<file path="config.mk">
export PLATFORM = sky130hd
export DESIGN_NAME = pwm_fault_trip_and_capture
export DESIGN_NICKNAME = d
export VERILOG_FILES = /design/src/rtl/pwm_fault_pkg.sv /design/src/rtl/pwm_fault_trip_and_capture.sv
export VERILOG_INCLUDE_DIRS = /design/src /design/src/rtl
export SDC_FILE = /design/constraint.sdc
export NUM_CORES = 1
export LEC_CHECK = 0
export BUFFER_PORTS_ARGS = -buffer_cell sky130_fd_sc_hd__clkbuf_2
export CORE_ASPECT_RATIO = 1.2
export CORE_MARGIN = 4
export CORE_UTILIZATION = 53
export DETAILED_ROUTE_END_ITERATION = 10
export PLACE_DENSITY = 0.76
export RECOVER_POWER = 25
export SKIP_LAST_GASP = 1
export SYNTH_ARGS = -nofsm -noshare
export SYNTH_HDL_FRONTEND = slang
export SYNTH_SLANG_ARGS = --single-unit
</file>
<file path="constraint.sdc">
create_clock -name clk_sys_in -period 2.17 [get_ports clk_sys_in]
set_input_delay 0.1085 -clock clk_sys_in [delete_from_list [all_inputs] [get_ports clk_sys_in]]
set_output_delay 0.1085 -clock clk_sys_in [all_outputs]
set_load 0.01 [all_outputs]
</file>
<file path="src/rtl/pwm_fault_params.svh">
// Register offsets, field positions, reset values and widths of the fault trip and capture block.
`ifndef PWM_FAULT_PARAMS_SVH
`define PWM_FAULT_PARAMS_SVH

`define ADDR_W 12
`define OFS_TRIP_ACTION_CFG 12'h0D8
`define OFS_TRIP_CONTROL 12'h0DC
`define OFS_TRIP_STATUS 12'h0E0
`define OFS_FAULT_INPUT_DETECT 12'h0E4
`define OFS_CAPTURE_TIMER_CFG 12'h0E8
`define OFS_CAPTURE_TIMER_PHASE 12'h0EC
`define OFS_CAPTURE_CHAN0_CFG 12'h0F0
`define OFS_CAPTURE_CHAN1_CFG 12'h0F4
`define OFS_CAPTURE_CHAN0_VALUE 12'h0FC
`define OFS_CAPTURE_CHAN1_VALUE 12'h100
`define OFS_CAPTURE_EDGE_STATUS 12'h108

// trip_action_cfg fields.
`define TA_SW_CBC 0
`define TA_F_CBC 1
`define TA_SW_OST 4
`define TA_F_OST 5
`define TA_A_CBC_D 8
`define TA_A_CBC_U 10
`define TA_A_OST_D 12
`define TA_A_OST_U 14
`define TA_B_CBC_D 16
`define TA_B_CBC_U 18
`define TA_B_OST_D 20
`define TA_B_OST_U 22
`define TA_W 24
`define TA_RESET 24'h000000

// trip_control fields.
`define TC_CLR_OST 0
`define TC_REFRESH 1
`define TC_FORCE_CBC 3
`define TC_FORCE_OST 4
`define TC_W 5
`define TC_RESET 5'h00

// trip_status fields.
`define TS_CBC_ON 0
`define TS_OST_ON 1

// fault_input_detect fields.
`define FD_GEN_EN 0
`define FD_POLE 3
`define FD_ACTIVE 6
`define FD_W 6
`define FD_RESET 6'h00

// capture_timer_cfg fields.
`define CT_RUN 0
`define CT_SYNC_EN 1
`define CT_SYNC_SEL 2
`define CT_SW_SYNC 5
`define CT_W 5
`define CT_RESET 5'h00
`define PHASE_RESET 32'h00000000

// capture_chanN_cfg fields.
`define CC_EN 0
`define CC_MODE 1
`define CC_PRESCALE 3
`define CC_INVERT 11
`define CC_SW 12
`define CC_W 12
`define CC_RESET 12'h000

`define RESP_OKAY 2'h0
`define RESP_SLVERR 2'h2

`endif

</file>
<file path="src/rtl/pwm_fault_pkg.sv">
// Types shared by the fault trip and capture block.
package pwm_fault_pkg;
  typedef enum logic [1:0] {
    ACT_KEEP,
    ACT_LOW,
    ACT_HIGH,
    ACT_TOGGLE
  } trip_action_e;

  typedef logic [2:0] sync_sel_t;
endpackage

</file>
<file path="src/rtl/pwm_fault_trip_and_capture.sv">
// Fault trip handler for one operator pair plus capture timer and capture channels 0 and 1.
//
// Notes on behaviour
// - One-shot trip applies per-direction action to output_a and output_b: keep, low, high, toggle.
// - Cycle trip applies its own up and down actions with the same encoding.
// - Each fault event starts one-shot or cycle trip only when its enable is set.
// - Software-forced trips act only while their enable bits are set.
// - Any change of the force-one-shot bit starts a one-shot trip.
// - Any change of the force-cycle-trip bit starts a cycle trip.
// - Cycle trip ends or refreshes at zero event (bit0) and period event (bit1).
// - One-shot trip holds until the clear-one-shot bit changes value.
// - Two read-only flags show one-shot and cycle trip activity.
// - Each fault event has a read-only flag following the event.
// - Fault is a level; polarity 0 active low, 1 active high.
// - A fault event is generated only while its generation enable is set.
// - Writing 1 to software sync loads phase into the capture timer; write-only.
// - Sync source: 0 none, 1-3 timer syncs, 4-6 external syncs; needs sync enable.
// - Capture timer counts each clock while run is set, holds otherwise.
// - A 32-bit phase value is loaded on any sync.
// - Writing 1 to software capture captures immediately; write-only.
// - Invert bit inverts the capture input before the prescaler.
// - Prescaler passes one rising edge per prescale plus one rising edges.
// - Edge select bit0 captures falling, bit1 rising; both may be set.
// - A channel captures only while its enable is set.
// - Each capture stores the capture timer in the channel's value register.
// - Each channel records last capture edge: 0 rising, 1 falling.
//
// The AXI4-Lite interface to the registers is this design's own decision.
`include "pwm_fault_params.svh"

module pwm_fault_trip_and_capture (
  input wire logic clk_sys_in, // System clock, 100 MHz.
  input wire logic reset_in, // Synchronous reset, active high.
  input wire logic [`ADDR_W-1:0] s_axi_awaddr_in, // Write address.
  input wire logic s_axi_awvalid_in, // Write address valid.
  output logic s_axi_awready_out, // Write address ready.
  input wire logic [31:0] s_axi_wdata_in, // Write data.
  input wire logic [3:0] s_axi_wstrb_in, // Write byte strobes.
  input wire logic s_axi_wvalid_in, // Write data valid.
  output logic s_axi_wready_out, // Write data ready.
  output logic [1:0] s_axi_bresp_out, // Write response.
  output logic s_axi_bvalid_out, // Write response valid.
  input wire logic s_axi_bready_in, // Write response ready.
  input wire logic [`ADDR_W-1:0] s_axi_araddr_in, // Read address.
  input wire logic s_axi_arvalid_in, // Read address valid.
  output logic s_axi_arready_out, // Read address ready.
  output logic [31:0] s_axi_rdata_out, // Read data.
  output logic [1:0] s_axi_rresp_out, // Read response.
  output logic s_axi_rvalid_out, // Read data valid.
  input wire logic s_axi_rready_in, // Read data ready.
  input wire logic [2:0] fault_pin_in, // Fault pins 0 to 2, asynchronous.
  input wire logic [1:0] capture_input_in, // Capture pins 0 and 1, asynchronous.
  input wire logic [2:0] ext_sync_in, // External sync pins 0 to 2, asynchronous.
  input wire logic [2:0] timer_sync_in, // Sync pulses of PWM timers 0 to 2.
  input wire logic [15:0] timer_count_in, // Operator timer value.
  input wire logic [15:0] timer_period_in, // Operator timer period.
  input wire logic timer_dir_down_in, // Operator timer counts down when high.
  input wire logic gen_a_in, // Generator output for output_a.
  input wire logic gen_b_in, // Generator output for output_b.
  output logic output_a_out, // Tripped output_a.
  output logic output_b_out // Tripped output_b.
);
  // Bus write and read side.
  logic aw_got_q, w_got_q, bvalid_q, wr_fire;
  logic [`ADDR_W-1:0] waddr_q, raddr;
  logic [31:0] wdata_q, wmask, rdata_q, rd_mux;
  logic [3:0] wstrb_q;
  logic [1:0] bresp_q, rresp_q;
  logic rvalid_q, rd_hit, wr_hit;

  // Registers.
  logic [`TA_W-1:0] trip_action_q;
  logic [`TC_W-1:0] trip_ctrl_q;
  logic [`FD_W-1:0] detect_cfg_q;
  logic [`CT_W-1:0] cap_tcfg_q;
  logic [31:0] phase_q, cap_timer_q;
  logic [2:0] fault_active_q;
  logic ost_q, cbc_q, out_a_q, out_b_q;

  // Synchronisers.
  logic [2:0] fault_s1_q, fault_s2_q, esync_s1_q, esync_s2_q, esync_prev_q;
  logic [1:0] cap_s1_q, cap_s2_q;

  assign s_axi_awready_out = !aw_got_q && !bvalid_q;
  assign s_axi_wready_out = !w_got_q && !bvalid_q;
  assign s_axi_bvalid_out = bvalid_q;
  assign s_axi_bresp_out = bresp_q;
  assign s_axi_arready_out = !rvalid_q;
  assign s_axi_rvalid_out = rvalid_q;
  assign s_axi_rdata_out = rdata_q;
  assign s_axi_rresp_out = rresp_q;
  assign output_a_out = out_a_q;
  assign output_b_out = out_b_q;

  assign wr_fire = aw_got_q && w_got_q && !bvalid_q;
  assign wmask = {{8{wstrb_q[3]}}, {8{wstrb_q[2]}}, {8{wstrb_q[1]}}, {8{wstrb_q[0]}}};

  function automatic logic [31:0] merge(input logic [31:0] old_v, input logic [31:0] new_v,
                                        input logic [31:0] m);
    merge = (old_v & ~m) | (new_v & m);
  endfunction

  // Write address and data are taken in either order; the write lands when both are held.
  always_ff @(posedge clk_sys_in) begin
    if (reset_in) begin
      aw_got_q <= 1'b0;
      w_got_q <= 1'b0;
      bvalid_q <= 1'b0;
      bresp_q <= `RESP_OKAY;
      waddr_q <= '0;
      wdata_q <= 32'h00000000;
      wstrb_q <= 4'h0;
    end else begin
      if (s_axi_awvalid_in && s_axi_awready_out) begin
        aw_got_q <= 1'b1;
        waddr_q <= s_axi_awaddr_in;
      end
      if (s_axi_wvalid_in && s_axi_wready_out) begin
        w_got_q <= 1'b1;
        wdata_q <= s_axi_wdata_in;
        wstrb_q <= s_axi_wstrb_in;
      end
      if (wr_fire) begin
        aw_got_q <= 1'b0;
        w_got_q <= 1'b0;
        bvalid_q <= 1'b1;
        bresp_q <= wr_hit ? `RESP_OKAY : `RESP_SLVERR;
      end else if (bvalid_q && s_axi_bready_in) begin
        bvalid_q <= 1'b0;
      end
    end
  end

  always_comb begin
    unique case (waddr_q)
      `OFS_TRIP_ACTION_CFG, `OFS_TRIP_CONTROL, `OFS_FAULT_INPUT_DETECT,
      `OFS_CAPTURE_TIMER_CFG, `OFS_CAPTURE_TIMER_PHASE, `OFS_CAPTURE_CHAN0_CFG,
      `OFS_CAPTURE_CHAN1_CFG, `OFS_TRIP_STATUS, `OFS_CAPTURE_CHAN0_VALUE,
      `OFS_CAPTURE_CHAN1_VALUE, `OFS_CAPTURE_EDGE_STATUS: wr_hit = 1'b1;
      default: wr_hit = 1'b0;
    endcase
  end

  // Toggle commands: a write that changes the stored bit is one trigger.
  logic ctrl_wr, force_ost_evt, force_cbc_evt, clear_ost_evt;
  assign ctrl_wr = wr_fire && waddr_q == `OFS_TRIP_CONTROL && wstrb_q[0];
  assign force_ost_evt = ctrl_wr &&
    (wdata_q[`TC_FORCE_OST] != trip_ctrl_q[`TC_FORCE_OST]);
  assign force_cbc_evt = ctrl_wr &&
    (wdata_q[`TC_FORCE_CBC] != trip_ctrl_q[`TC_FORCE_CBC]);
  assign clear_ost_evt = ctrl_wr &&
    (wdata_q[`TC_CLR_OST] != trip_ctrl_q[`TC_CLR_OST]);

  always_ff @(posedge clk_sys_in) begin
    if (reset_in) begin
      trip_action_q <= `TA_RESET;
      trip_ctrl_q <= `TC_RESET;
      detect_cfg_q <= `FD_RESET;
      cap_tcfg_q <= `CT_RESET;
      phase_q <= `PHASE_RESET;
    end else if (wr_fire) begin
      unique case (waddr_q)
        `OFS_TRIP_ACTION_CFG: trip_action_q <=
          `TA_W'(merge({8'h00, trip_action_q}, wdata_q, wmask));
        `OFS_TRIP_CONTROL: trip_ctrl_q <=
          `TC_W'(merge({27'h0000000, trip_ctrl_q}, wdata_q, wmask));
        `OFS_FAULT_INPUT_DETECT: detect_cfg_q <=
          `FD_W'(merge({26'h0000000, detect_cfg_q}, wdata_q, wmask));
        `OFS_CAPTURE_TIMER_CFG: cap_tcfg_q <=
          `CT_W'(merge({27'h0000000, cap_tcfg_q}, wdata_q, wmask));
        `OFS_CAPTURE_TIMER_PHASE: phase_q <= merge(phase_q, wdata_q, wmask);
        default: ;
      endcase
    end
  end

  // Two-flop synchronisers for every pin input.
  always_ff @(posedge clk_sys_in) begin
    if (reset_in) begin
      fault_s1_q <= 3'h0;
      fault_s2_q <= 3'h0;
      cap_s1_q <= 2'h0;
      cap_s2_q <= 2'h0;
      esync_s1_q <= 3'h0;
      esync_s2_q <= 3'h0;
      esync_prev_q <= 3'h0;
    end else begin
      fault_s1_q <= fault_pin_in;
      fault_s2_q <= fault_s1_q;
      cap_s1_q <= capture_input_in;
      cap_s2_q <= cap_s1_q;
      esync_s1_q <= ext_sync_in;
      esync_s2_q <= esync_s1_q;
      esync_prev_q <= esync_s2_q;
    end
  end

  // Fault events are levels qualified by polarity and generation enable.
  always_ff @(posedge clk_sys_in) begin
    if (reset_in) begin
      fault_active_q <= 3'h0;
    end else begin
      fault_active_q <= detect_cfg_q[`FD_GEN_EN +: 3] &
        ~(fault_s2_q ^ detect_cfg_q[`FD_POLE +: 3]);
    end
  end

  // Trip state: a new trigger in the clearing cycle wins.
  logic ost_trig, cbc_trig, zero_evt, period_evt, refresh_evt;
  assign ost_trig = |(fault_active_q & trip_action_q[`TA_F_OST +: 3]) ||
    (trip_action_q[`TA_SW_OST] && force_ost_evt);
  assign cbc_trig = |(fault_active_q & trip_action_q[`TA_F_CBC +: 3]) ||
    (trip_action_q[`TA_SW_CBC] && force_cbc_evt);
  assign zero_evt = timer_count_in == 16'h0000;
  assign period_evt = timer_count_in == timer_period_in;
  assign refresh_evt = (trip_ctrl_q[`TC_REFRESH] && zero_evt) ||
    (trip_ctrl_q[`TC_REFRESH + 1] && period_evt);

  always_ff @(posedge clk_sys_in) begin
    if (reset_in) begin
      ost_q <= 1'b0;
      cbc_q <= 1'b0;
    end else begin
      ost_q <= ost_trig || (ost_q && !clear_ost_evt);
      cbc_q <= cbc_trig || (cbc_q && !refresh_evt);
    end
  end

  function automatic logic apply(input logic [1:0] code, input logic gen);
    unique case (pwm_fault_pkg::trip_action_e'(code))
      pwm_fault_pkg::ACT_KEEP: apply = gen;
      pwm_fault_pkg::ACT_LOW: apply = 1'b0;
      pwm_fault_pkg::ACT_HIGH: apply = 1'b1;
      pwm_fault_pkg::ACT_TOGGLE: apply = ~gen;
    endcase
  endfunction

  // One-shot takes priority over cycle trip when both are active.
  logic [1:0] act_a, act_b;
  always_comb begin
    act_a = 2'h0;
    act_b = 2'h0;
    if (ost_q) begin
      act_a = timer_dir_down_in ? trip_action_q[`TA_A_OST_D +: 2] :
                                  trip_action_q[`TA_A_OST_U +: 2];
      act_b = timer_dir_down_in ? trip_action_q[`TA_B_OST_D +: 2] :
                                  trip_action_q[`TA_B_OST_U +: 2];
    end else if (cbc_q) begin
      act_a = timer_dir_down_in ? trip_action_q[`TA_A_CBC_D +: 2] :
                                  trip_action_q[`TA_A_CBC_U +: 2];
      act_b = timer_dir_down_in ? trip_action_q[`TA_B_CBC_D +: 2] :
                                  trip_action_q[`TA_B_CBC_U +: 2];
    end
  end

  always_ff @(posedge clk_sys_in) begin
    if (reset_in) begin
      out_a_q <= 1'b0;
      out_b_q <= 1'b0;
    end else begin
      out_a_q <= apply(act_a, gen_a_in);
      out_b_q <= apply(act_b, gen_b_in);
    end
  end

  // Capture timer with phase load on software or selected hardware sync.
  logic sw_sync_evt, hw_sync, sync_evt;
  assign sw_sync_evt = wr_fire && waddr_q == `OFS_CAPTURE_TIMER_CFG && wstrb_q[0] &&
    wdata_q[`CT_SW_SYNC];
  always_comb begin
    unique case (pwm_fault_pkg::sync_sel_t'(cap_tcfg_q[`CT_SYNC_SEL +: 3]))
      3'h1: hw_sync = timer_sync_in[0];
      3'h2: hw_sync = timer_sync_in[1];
      3'h3: hw_sync = timer_sync_in[2];
      3'h4: hw_sync = esync_s2_q[0] && !esync_prev_q[0];
      3'h5: hw_sync = esync_s2_q[1] && !esync_prev_q[1];
      3'h6: hw_sync = esync_s2_q[2] && !esync_prev_q[2];
      default: hw_sync = 1'b0;
    endcase
  end
  assign sync_evt = sw_sync_evt || (cap_tcfg_q[`CT_SYNC_EN] && hw_sync);

  always_ff @(posedge clk_sys_in) begin
    if (reset_in) begin
      cap_timer_q <= 32'h00000000;
    end else if (sync_evt) begin
      cap_timer_q <= phase_q;
    end else if (cap_tcfg_q[`CT_RUN]) begin
      cap_timer_q <= cap_timer_q + 32'h00000001;
    end
  end

  // Capture channels.
  wire [`CC_W-1:0] chan_cfg_w [0:1];
  wire [31:0] chan_val_w [0:1];
  wire [1:0] chan_edge_w;

  for (genvar c = 0; c < 2; c++) begin : g_chan
    logic [`CC_W-1:0] cfg_q;
    logic [7:0] pcnt_q;
    logic in_q, ps_q, edge_q, cin, en, rise_pass, fall_pass, sw_evt, cfg_wr;
    logic [31:0] val_q;
    logic [`ADDR_W-1:0] ofs;
    assign ofs = (c == 0) ? `OFS_CAPTURE_CHAN0_CFG : `OFS_CAPTURE_CHAN1_CFG;
    assign cfg_wr = wr_fire && waddr_q == ofs;
    assign cin = cap_s2_q[c] ^ cfg_q[`CC_INVERT];
    assign en = cfg_q[`CC_EN];
    assign rise_pass = en && cin && !in_q &&
      pcnt_q == cfg_q[`CC_PRESCALE +: 8];
    assign fall_pass = en && !cin && in_q && ps_q;
    assign sw_evt = cfg_wr && wstrb_q[1] && wdata_q[`CC_SW];

    always_ff @(posedge clk_sys_in) begin
      if (reset_in) begin
        cfg_q <= `CC_RESET;
      end else if (cfg_wr) begin
        cfg_q <= `CC_W'(merge({20'h00000, cfg_q}, wdata_q, wmask));
      end
    end

    // The prescaled signal rises on each passed rising edge and falls with the input.
    always_ff @(posedge clk_sys_in) begin
      if (reset_in) begin
        in_q <= 1'b0;
        pcnt_q <= 8'h00;
        ps_q <= 1'b0;
      end else begin
        in_q <= cin;
        if (!en) begin
          pcnt_q <= 8'h00;
          ps_q <= 1'b0;
        end else if (cin && !in_q) begin
          pcnt_q <= rise_pass ? 8'h00 : pcnt_q + 8'h01;
          ps_q <= rise_pass ? 1'b1 : ps_q;
        end else if (!cin && in_q) begin
          ps_q <= 1'b0;
        end
      end
    end

    always_ff @(posedge clk_sys_in) begin
      if (reset_in) begin
        val_q <= 32'h00000000;
        edge_q <= 1'b0;
      end else if (en) begin
        if (cfg_q[`CC_MODE] && fall_pass) begin
          val_q <= cap_timer_q;
          edge_q <= 1'b1;
        end else if (cfg_q[`CC_MODE + 1] && rise_pass) begin
          val_q <= cap_timer_q;
          edge_q <= 1'b0;
        end else if (sw_evt) begin
          val_q <= cap_timer_q;
        end
      end
    end

    assign chan_cfg_w[c] = cfg_q;
    assign chan_val_w[c] = val_q;
    assign chan_edge_w[c] = edge_q;
  end

  // Read side: one read at a time, answered one cycle after the address is taken.
  assign raddr = s_axi_araddr_in;
  always_comb begin
    rd_hit = 1'b1;
    rd_mux = 32'h00000000;
    unique case (raddr)
      `OFS_TRIP_ACTION_CFG: rd_mux = {8'h00, trip_action_q};
      `OFS_TRIP_CONTROL: rd_mux = {27'h0000000, trip_ctrl_q};
      `OFS_TRIP_STATUS: begin
        rd_mux[`TS_OST_ON] = ost_q;
        rd_mux[`TS_CBC_ON] = cbc_q;
      end
      `OFS_FAULT_INPUT_DETECT: rd_mux = {23'h000000, fault_active_q, detect_cfg_q};
      `OFS_CAPTURE_TIMER_CFG: rd_mux = {27'h0000000, cap_tcfg_q};
      `OFS_CAPTURE_TIMER_PHASE: rd_mux = phase_q;
      `OFS_CAPTURE_CHAN0_CFG: rd_mux = {20'h00000, chan_cfg_w[0]};
      `OFS_CAPTURE_CHAN1_CFG: rd_mux = {20'h00000, chan_cfg_w[1]};
      `OFS_CAPTURE_CHAN0_VALUE: rd_mux = chan_val_w[0];
      `OFS_CAPTURE_CHAN1_VALUE: rd_mux = chan_val_w[1];
      `OFS_CAPTURE_EDGE_STATUS: rd_mux = {30'h00000000, chan_edge_w};
      default: rd_hit = 1'b0;
    endcase
  end

  always_ff @(posedge clk_sys_in) begin
    if (reset_in) begin
      rvalid_q <= 1'b0;
      rdata_q <= 32'h00000000;
      rresp_q <= `RESP_OKAY;
    end else if (s_axi_arvalid_in && !rvalid_q) begin
      rvalid_q <= 1'b1;
      rdata_q <= rd_mux;
      rresp_q <= rd_hit ? `RESP_OKAY : `RESP_SLVERR;
    end else if (rvalid_q && s_axi_rready_in) begin
      rvalid_q <= 1'b0;
    end
  end
endmodule // pwm_fault_trip_and_capture

</file>
## Word-level counts from Yosys, hierarchy flattened

Index checks and enable logic that the tools add are counted.

| word-level totals | value |
|---|---|
| input port bits | 113 |
| register bits after elaboration | 328 |
| word-level logic and storage cells | 255 |
| output and inout port bits | 43 |

| cells by class | value |
|---|---|
| eq/ne operators | 42 |
| reductions and logical operators | 102 |
| mux-type cells | 41 |
| add/sub/neg operators | 3 |
| bitwise gates (word level) | 27 |

Operators with widths:

| operator | count |
|---|---|
| 30-bit one-hot mux with 9 select lines | 1 |
| 32-bit two-way mux | 8 |
| 12-bit by 8-bit equality test with 1-bit output, second input constant | 18 |
| 32-bit bitwise AND | 2 |
| 1-bit logical AND | 53 |
| 12-bit by 9-bit equality test with 1-bit output, second input constant | 4 |
| 32-bit by 1-bit adder with 32-bit output, second input constant | 1 |
| 32-bit inverter | 1 |
| 32-bit bitwise OR | 1 |
| 12-bit bitwise AND | 2 |
| 24-bit bitwise AND | 1 |
| 12-bit bitwise OR | 2 |
| 24-bit bitwise OR | 1 |
| 2-bit one-hot mux with 11 select lines | 1 |
| 2-bit AND reduction | 11 |
| 11-bit OR reduction | 2 |
| 2-bit two-way mux | 10 |
| 8-bit by 1-bit adder with 8-bit output, second input constant | 2 |
| 16-bit equality test | 1 |
| 8-bit equality test | 2 |
| 16-bit logical NOT | 1 |
| 1-bit two-way mux | 16 |
| 8-bit two-way mux | 2 |
| 2-bit nonzero test | 7 |
| 24 further kinds | 65 |

## Depth between registers and ports, before layout

| logic depth | value |
|---|---|
| depth in word-level cells | 8 |
| gate-level depth with buffers | 9 |
| mapped depth without buffers | 7 |

## Worst setup path after synthesis

Ideal clock, no wire load.

| timing path | value |
|---|---|
| kind | reg2reg |
| start point | register bvalid_q (netlist: s_axi_bvalid_out) |
| end point | register with a tool-made name |
| period minus slack after synthesis | 2.046 ns |
| data required time | 2.042 ns |
| cell stages (with the launch flop) | 8 |
| arrival time | 1.918 ns |
| library setup time | 0.128 ns |
| buffers on the path | 1 |
| path slack | 0.124 ns |
| cell sequence | dfxtp_1 > and3b_1 > buf_2 > nand3_1 > nand4bb_1 > nor2_2 > mux2i_1 > nor2_1 |

RTL lines:

| element | RTL line | source |
|---|---|---|
| start: declaration | pwm_fault_trip_and_capture.sv:64 | `logic aw_got_q, w_got_q, bvalid_q, wr_fire;` |
| start signal: assignment | pwm_fault_trip_and_capture.sv:108 | `bvalid_q <= 1'b0;` |
| start signal: assignment | pwm_fault_trip_and_capture.sv:126 | `bvalid_q <= 1'b1;` |
| start signal: assignment | pwm_fault_trip_and_capture.sv:129 | `bvalid_q <= 1'b0;` |

## Worst setup path in the final report

| timing path | value |
|---|---|
| start point | register cap_timer_q[5] |
| end point | register cap_timer_q[28] |

| on the way | value |
|---|---|
| word-level cells in the longest chain between the ends | 3 |

Ends and longest elaborated chain:

| element | RTL line | source |
|---|---|---|
| start: declaration | pwm_fault_trip_and_capture.sv:76 | `logic [31:0] phase_q, cap_timer_q;` |
| start signal: assignment | pwm_fault_trip_and_capture.sv:287 | `cap_timer_q <= phase_q;` |
| start signal: assignment | pwm_fault_trip_and_capture.sv:289 | `cap_timer_q <= cap_timer_q + 32'h00000001;` |
| 32-bit by 1-bit adder with 32-bit output | pwm_fault_trip_and_capture.sv:289 |  |
| 32-bit two-way mux | pwm_fault_trip_and_capture.sv:288 | `` end else if (cap_tcfg_q[`CT_RUN]) begin `` |
| 32-bit two-way mux | pwm_fault_trip_and_capture.sv:286 | `end else if (sync_evt) begin` |

Every way passes these cells. The select of a mux whose other input is x is not followed.
A chain may end at the register's enable or synchronous reset.

==> qor.yml <==
status: "completed"
synth_largest_area_cell: "dfxtp_1"
timing.rr.start: "cap_timer_q[5]"
path_clk_slew_ns: 0.06
grt_usage_pct: 28.5
start_kind: "flop"
antenna_found_initial: 0
yosys-top-cells-area: "dfxtp_1, mux2i_1, nand2_1"
num_vias: 13000
grt_pass1_wl_um: 67100
die_y_um: 186
cp.buffers_inverters: 2
p_leak_nw: 6.56
yosys_most_used_dff: "dfxtp_1"
crit_arrival_ns: 2.48
synth_top_area_share_pct: 46.5
synth_edf_count: 0
grt_max_degree: 108
rr_worst_depth: 8
hold_viol: 0
maxSlewViolCount: 0
final_core_util_pct: 67.0
combPwrFrac_pct: 6.1
cts-htree-levels: 2
min_period_ns: 2.06
ys_seq_area_share_pct: 46.5
grt-ovfl-total: 0
worstSetupPathType: "flop to flop"
area_growth_pct: 23.2
wirelength_um: 42800
drc: 0
synth_cells: 1602
yosysWarnings: 0
gp_congestion: 0.937
drt_iter0_markers: 1047
dp_cells: 2059
initial_core_util_pct: 54.4
whs_path_depth: 4
switching_share_pct: 22.5
fill_cells: 2084
dpl-instance-area_sq_um: 15500
synth-seq-cells: 326
whs_ns: 0.0813
hp-class: "input pin to flop"
fmax_mhz: 485
port_buffers: 153
power_density_nw_per_um2: 754
yosysUniqueCellTypes: 64
r2r_slack_ns: 0.11
ioPinCount: 156
yosys-top-cells-count: "dfxtp_1, nand2_1, nor2_1"
r2r_end: "cap_timer_q[28]"
internal-power_w: 0.0101
min_from: "timer_count_in[0]"
clock_latency_ns: 0.51
clock_skew_ns: 0.0222
cts_tree: "built"
clock-sinks: 326
path_delay_family: "simple AND/OR/NAND/NOR gates"
rows: 64
routed_via_density: 5.94
p_total_w: 0.0130
synth_area_sq_um: 14000
max_stage_delay_ns: 0.47
dp_hpwl_um: 29200
grt_pass1_vias: 12600
diodes: 0
postRouteAntennaNets: 0
die_area_sq_um: 29100
tightestPinTransition_ns: 1.15
stdcell_count: 2180
avgSynthCellArea_sq_um: 8.75
core-area_sq_um: 25800
drv_cap: 0
p_clk_share_pct: 46.3
clockRootBuffer: "clkbuf_16"
stdcell_area_sq_um: 17300
worst-path-max-fanout: 6
cpMaxStageDelayCell: "dfxtp_1"
finalCritPeriodShare_pct: 95.0
synth.most_common_cell: "dfxtp_1"
worstPathCellList: "and4_1 -> nand4_1 -> buf_4 -> nor4_4 -> buf_4 -> nand4_1 -> xor2_1 -> a211oi_1"
cts_max_path_buffers: 3
cp.required_ns: 2.59
holdPathEnd: "cbc_q"
die_w_um: 156
finalSetupViolations: 0
ir_worst_vdd_uv: 672
wl_per_cell_um: 19.6
power.switching_w: 0.00293
slew_headroom_pct: 23.2
end_kind: "flop"
firstDrtPassIters: 6
cts_buffers: 34
async_reset_ff_share_pct: 0
grt_setup_unrepaired: "false"
fin_nets: 1944
drive_above_1_share_pct: 15.2
seqPwrFrac_pct: 47.5
timing repair:
action	4_1_cts	5_1_grt
hold buffers	61	0
setup endpoints to repair	1	41
resized for setup	1	10
endpoints found under the hold margin	60	0
pin swaps	0	2
setup buffers	0	2
metal layers:
layer | up-vias | global-route usage, % | wire length [um]
met5 | - | 0 | 0
met1 | 6131 | 34.5 | 16700
met4 | 0 | 11.7 | 1940
li1 | 6081 | - | -
met3 | 152 | 4.61 | 2970
met2 | 594 | 50.5 | 21300
stage by stage:
stage	setup WS (ns)	setup TNS, ns
after floorplan	0.124	0
after global placement	0.0896	0
after detailed placement	-0.0183	-0.0183
after CTS	0.0268	0
after global routing	0.00228	0
final	0.109	0
logic make-up after synthesis:
| family | after synthesis | synth area share (%) |
|---|---|---|
| mux | 138 | 9.96 |
| simple gates | 653 | 21.5 |
| flops | 326 | 46.5 |
| compound gates | 285 | 13.3 |
| other cells | 1 | 0.0267 |
| fa+ha+maj | 3 | 0.268 |
| xor+xnor | 81 | 5.06 |
| buf+inv | 115 | 3.35 |
how the worst max path moves through the flow:
| stage | start | end | slack [ns] | cells after the start |
|---|---|---|---|---|
| 4_1_cts | cap_timer_q[20] | cap_timer_q[31] | 0.03 | 6 |
| 6_report | cap_timer_q[5] | cap_timer_q[28] | 0.11 | 8 |
| 3_3_place_gp | cap_timer_q[20] | cap_timer_q[28] | 0.09 | 7 |
| 5_1_grt | cap_timer_q[5] | cap_timer_q[28] | 0.002 | 8 |
| 3_5_place_dp | cap_timer_q[20] | cap_timer_q[28] | -0.02 | 7 |
| 2_1_floorplan | s_axi_bvalid_out | flop | 0.12 | 7 |
power by group through the flow:
stage               logic [W]  clock network (W)  registers, W
global placement     0.000688                  0       0.00631
CTS                  0.000792            0.00609       0.00618
finish               0.000801            0.00603       0.00619
floorplan            0.000422                  0       0.00626
global route         0.000870            0.00637       0.00619
detailed placement   0.000702                  0       0.00632
layout make-up:
cell class | count | area (sq um) | area share [%]
Clock inverter | 10 | 163 | 0.942
Clock buffer | 48 | 995 | 5.76
Inverter | 11 | 41.3 | 0.239
Timing Repair Buffer | 293 | 2010 | 11.6
Multi-Input combinational cell | 1162 | 7120 | 41.2
Sequential cell | 326 | 6530 | 37.8
Tap cell | 330 | 413 | 2.39
placed cells by master (no fill, tap or decap), types with 35 or more instances in the layout:
cell	n
dfxtp_1	322
nand2_1	228
nor2_1	192
mux2i_1	126
a21oi_1	115
clkbuf_2	114
nand3_1	77
buf_4	63
dlygate4sd3_1	61
clkbuf_1	51
xnor2_1	50
a211oi_1	42
clkbuf_16	35
worst reg2reg max path, delay by kind of cell, from the launching register on:
kind	cells	cell delay [ns]
buffers and inverters	2	0.36
DFF	1	0.47
AOI/OAI and AO/OA	1	0.25
xor gates and xnor gates	1	0.17
and+or+nand+nor	4	0.72
Note: power is estimated with default switching activity, not from simulation.
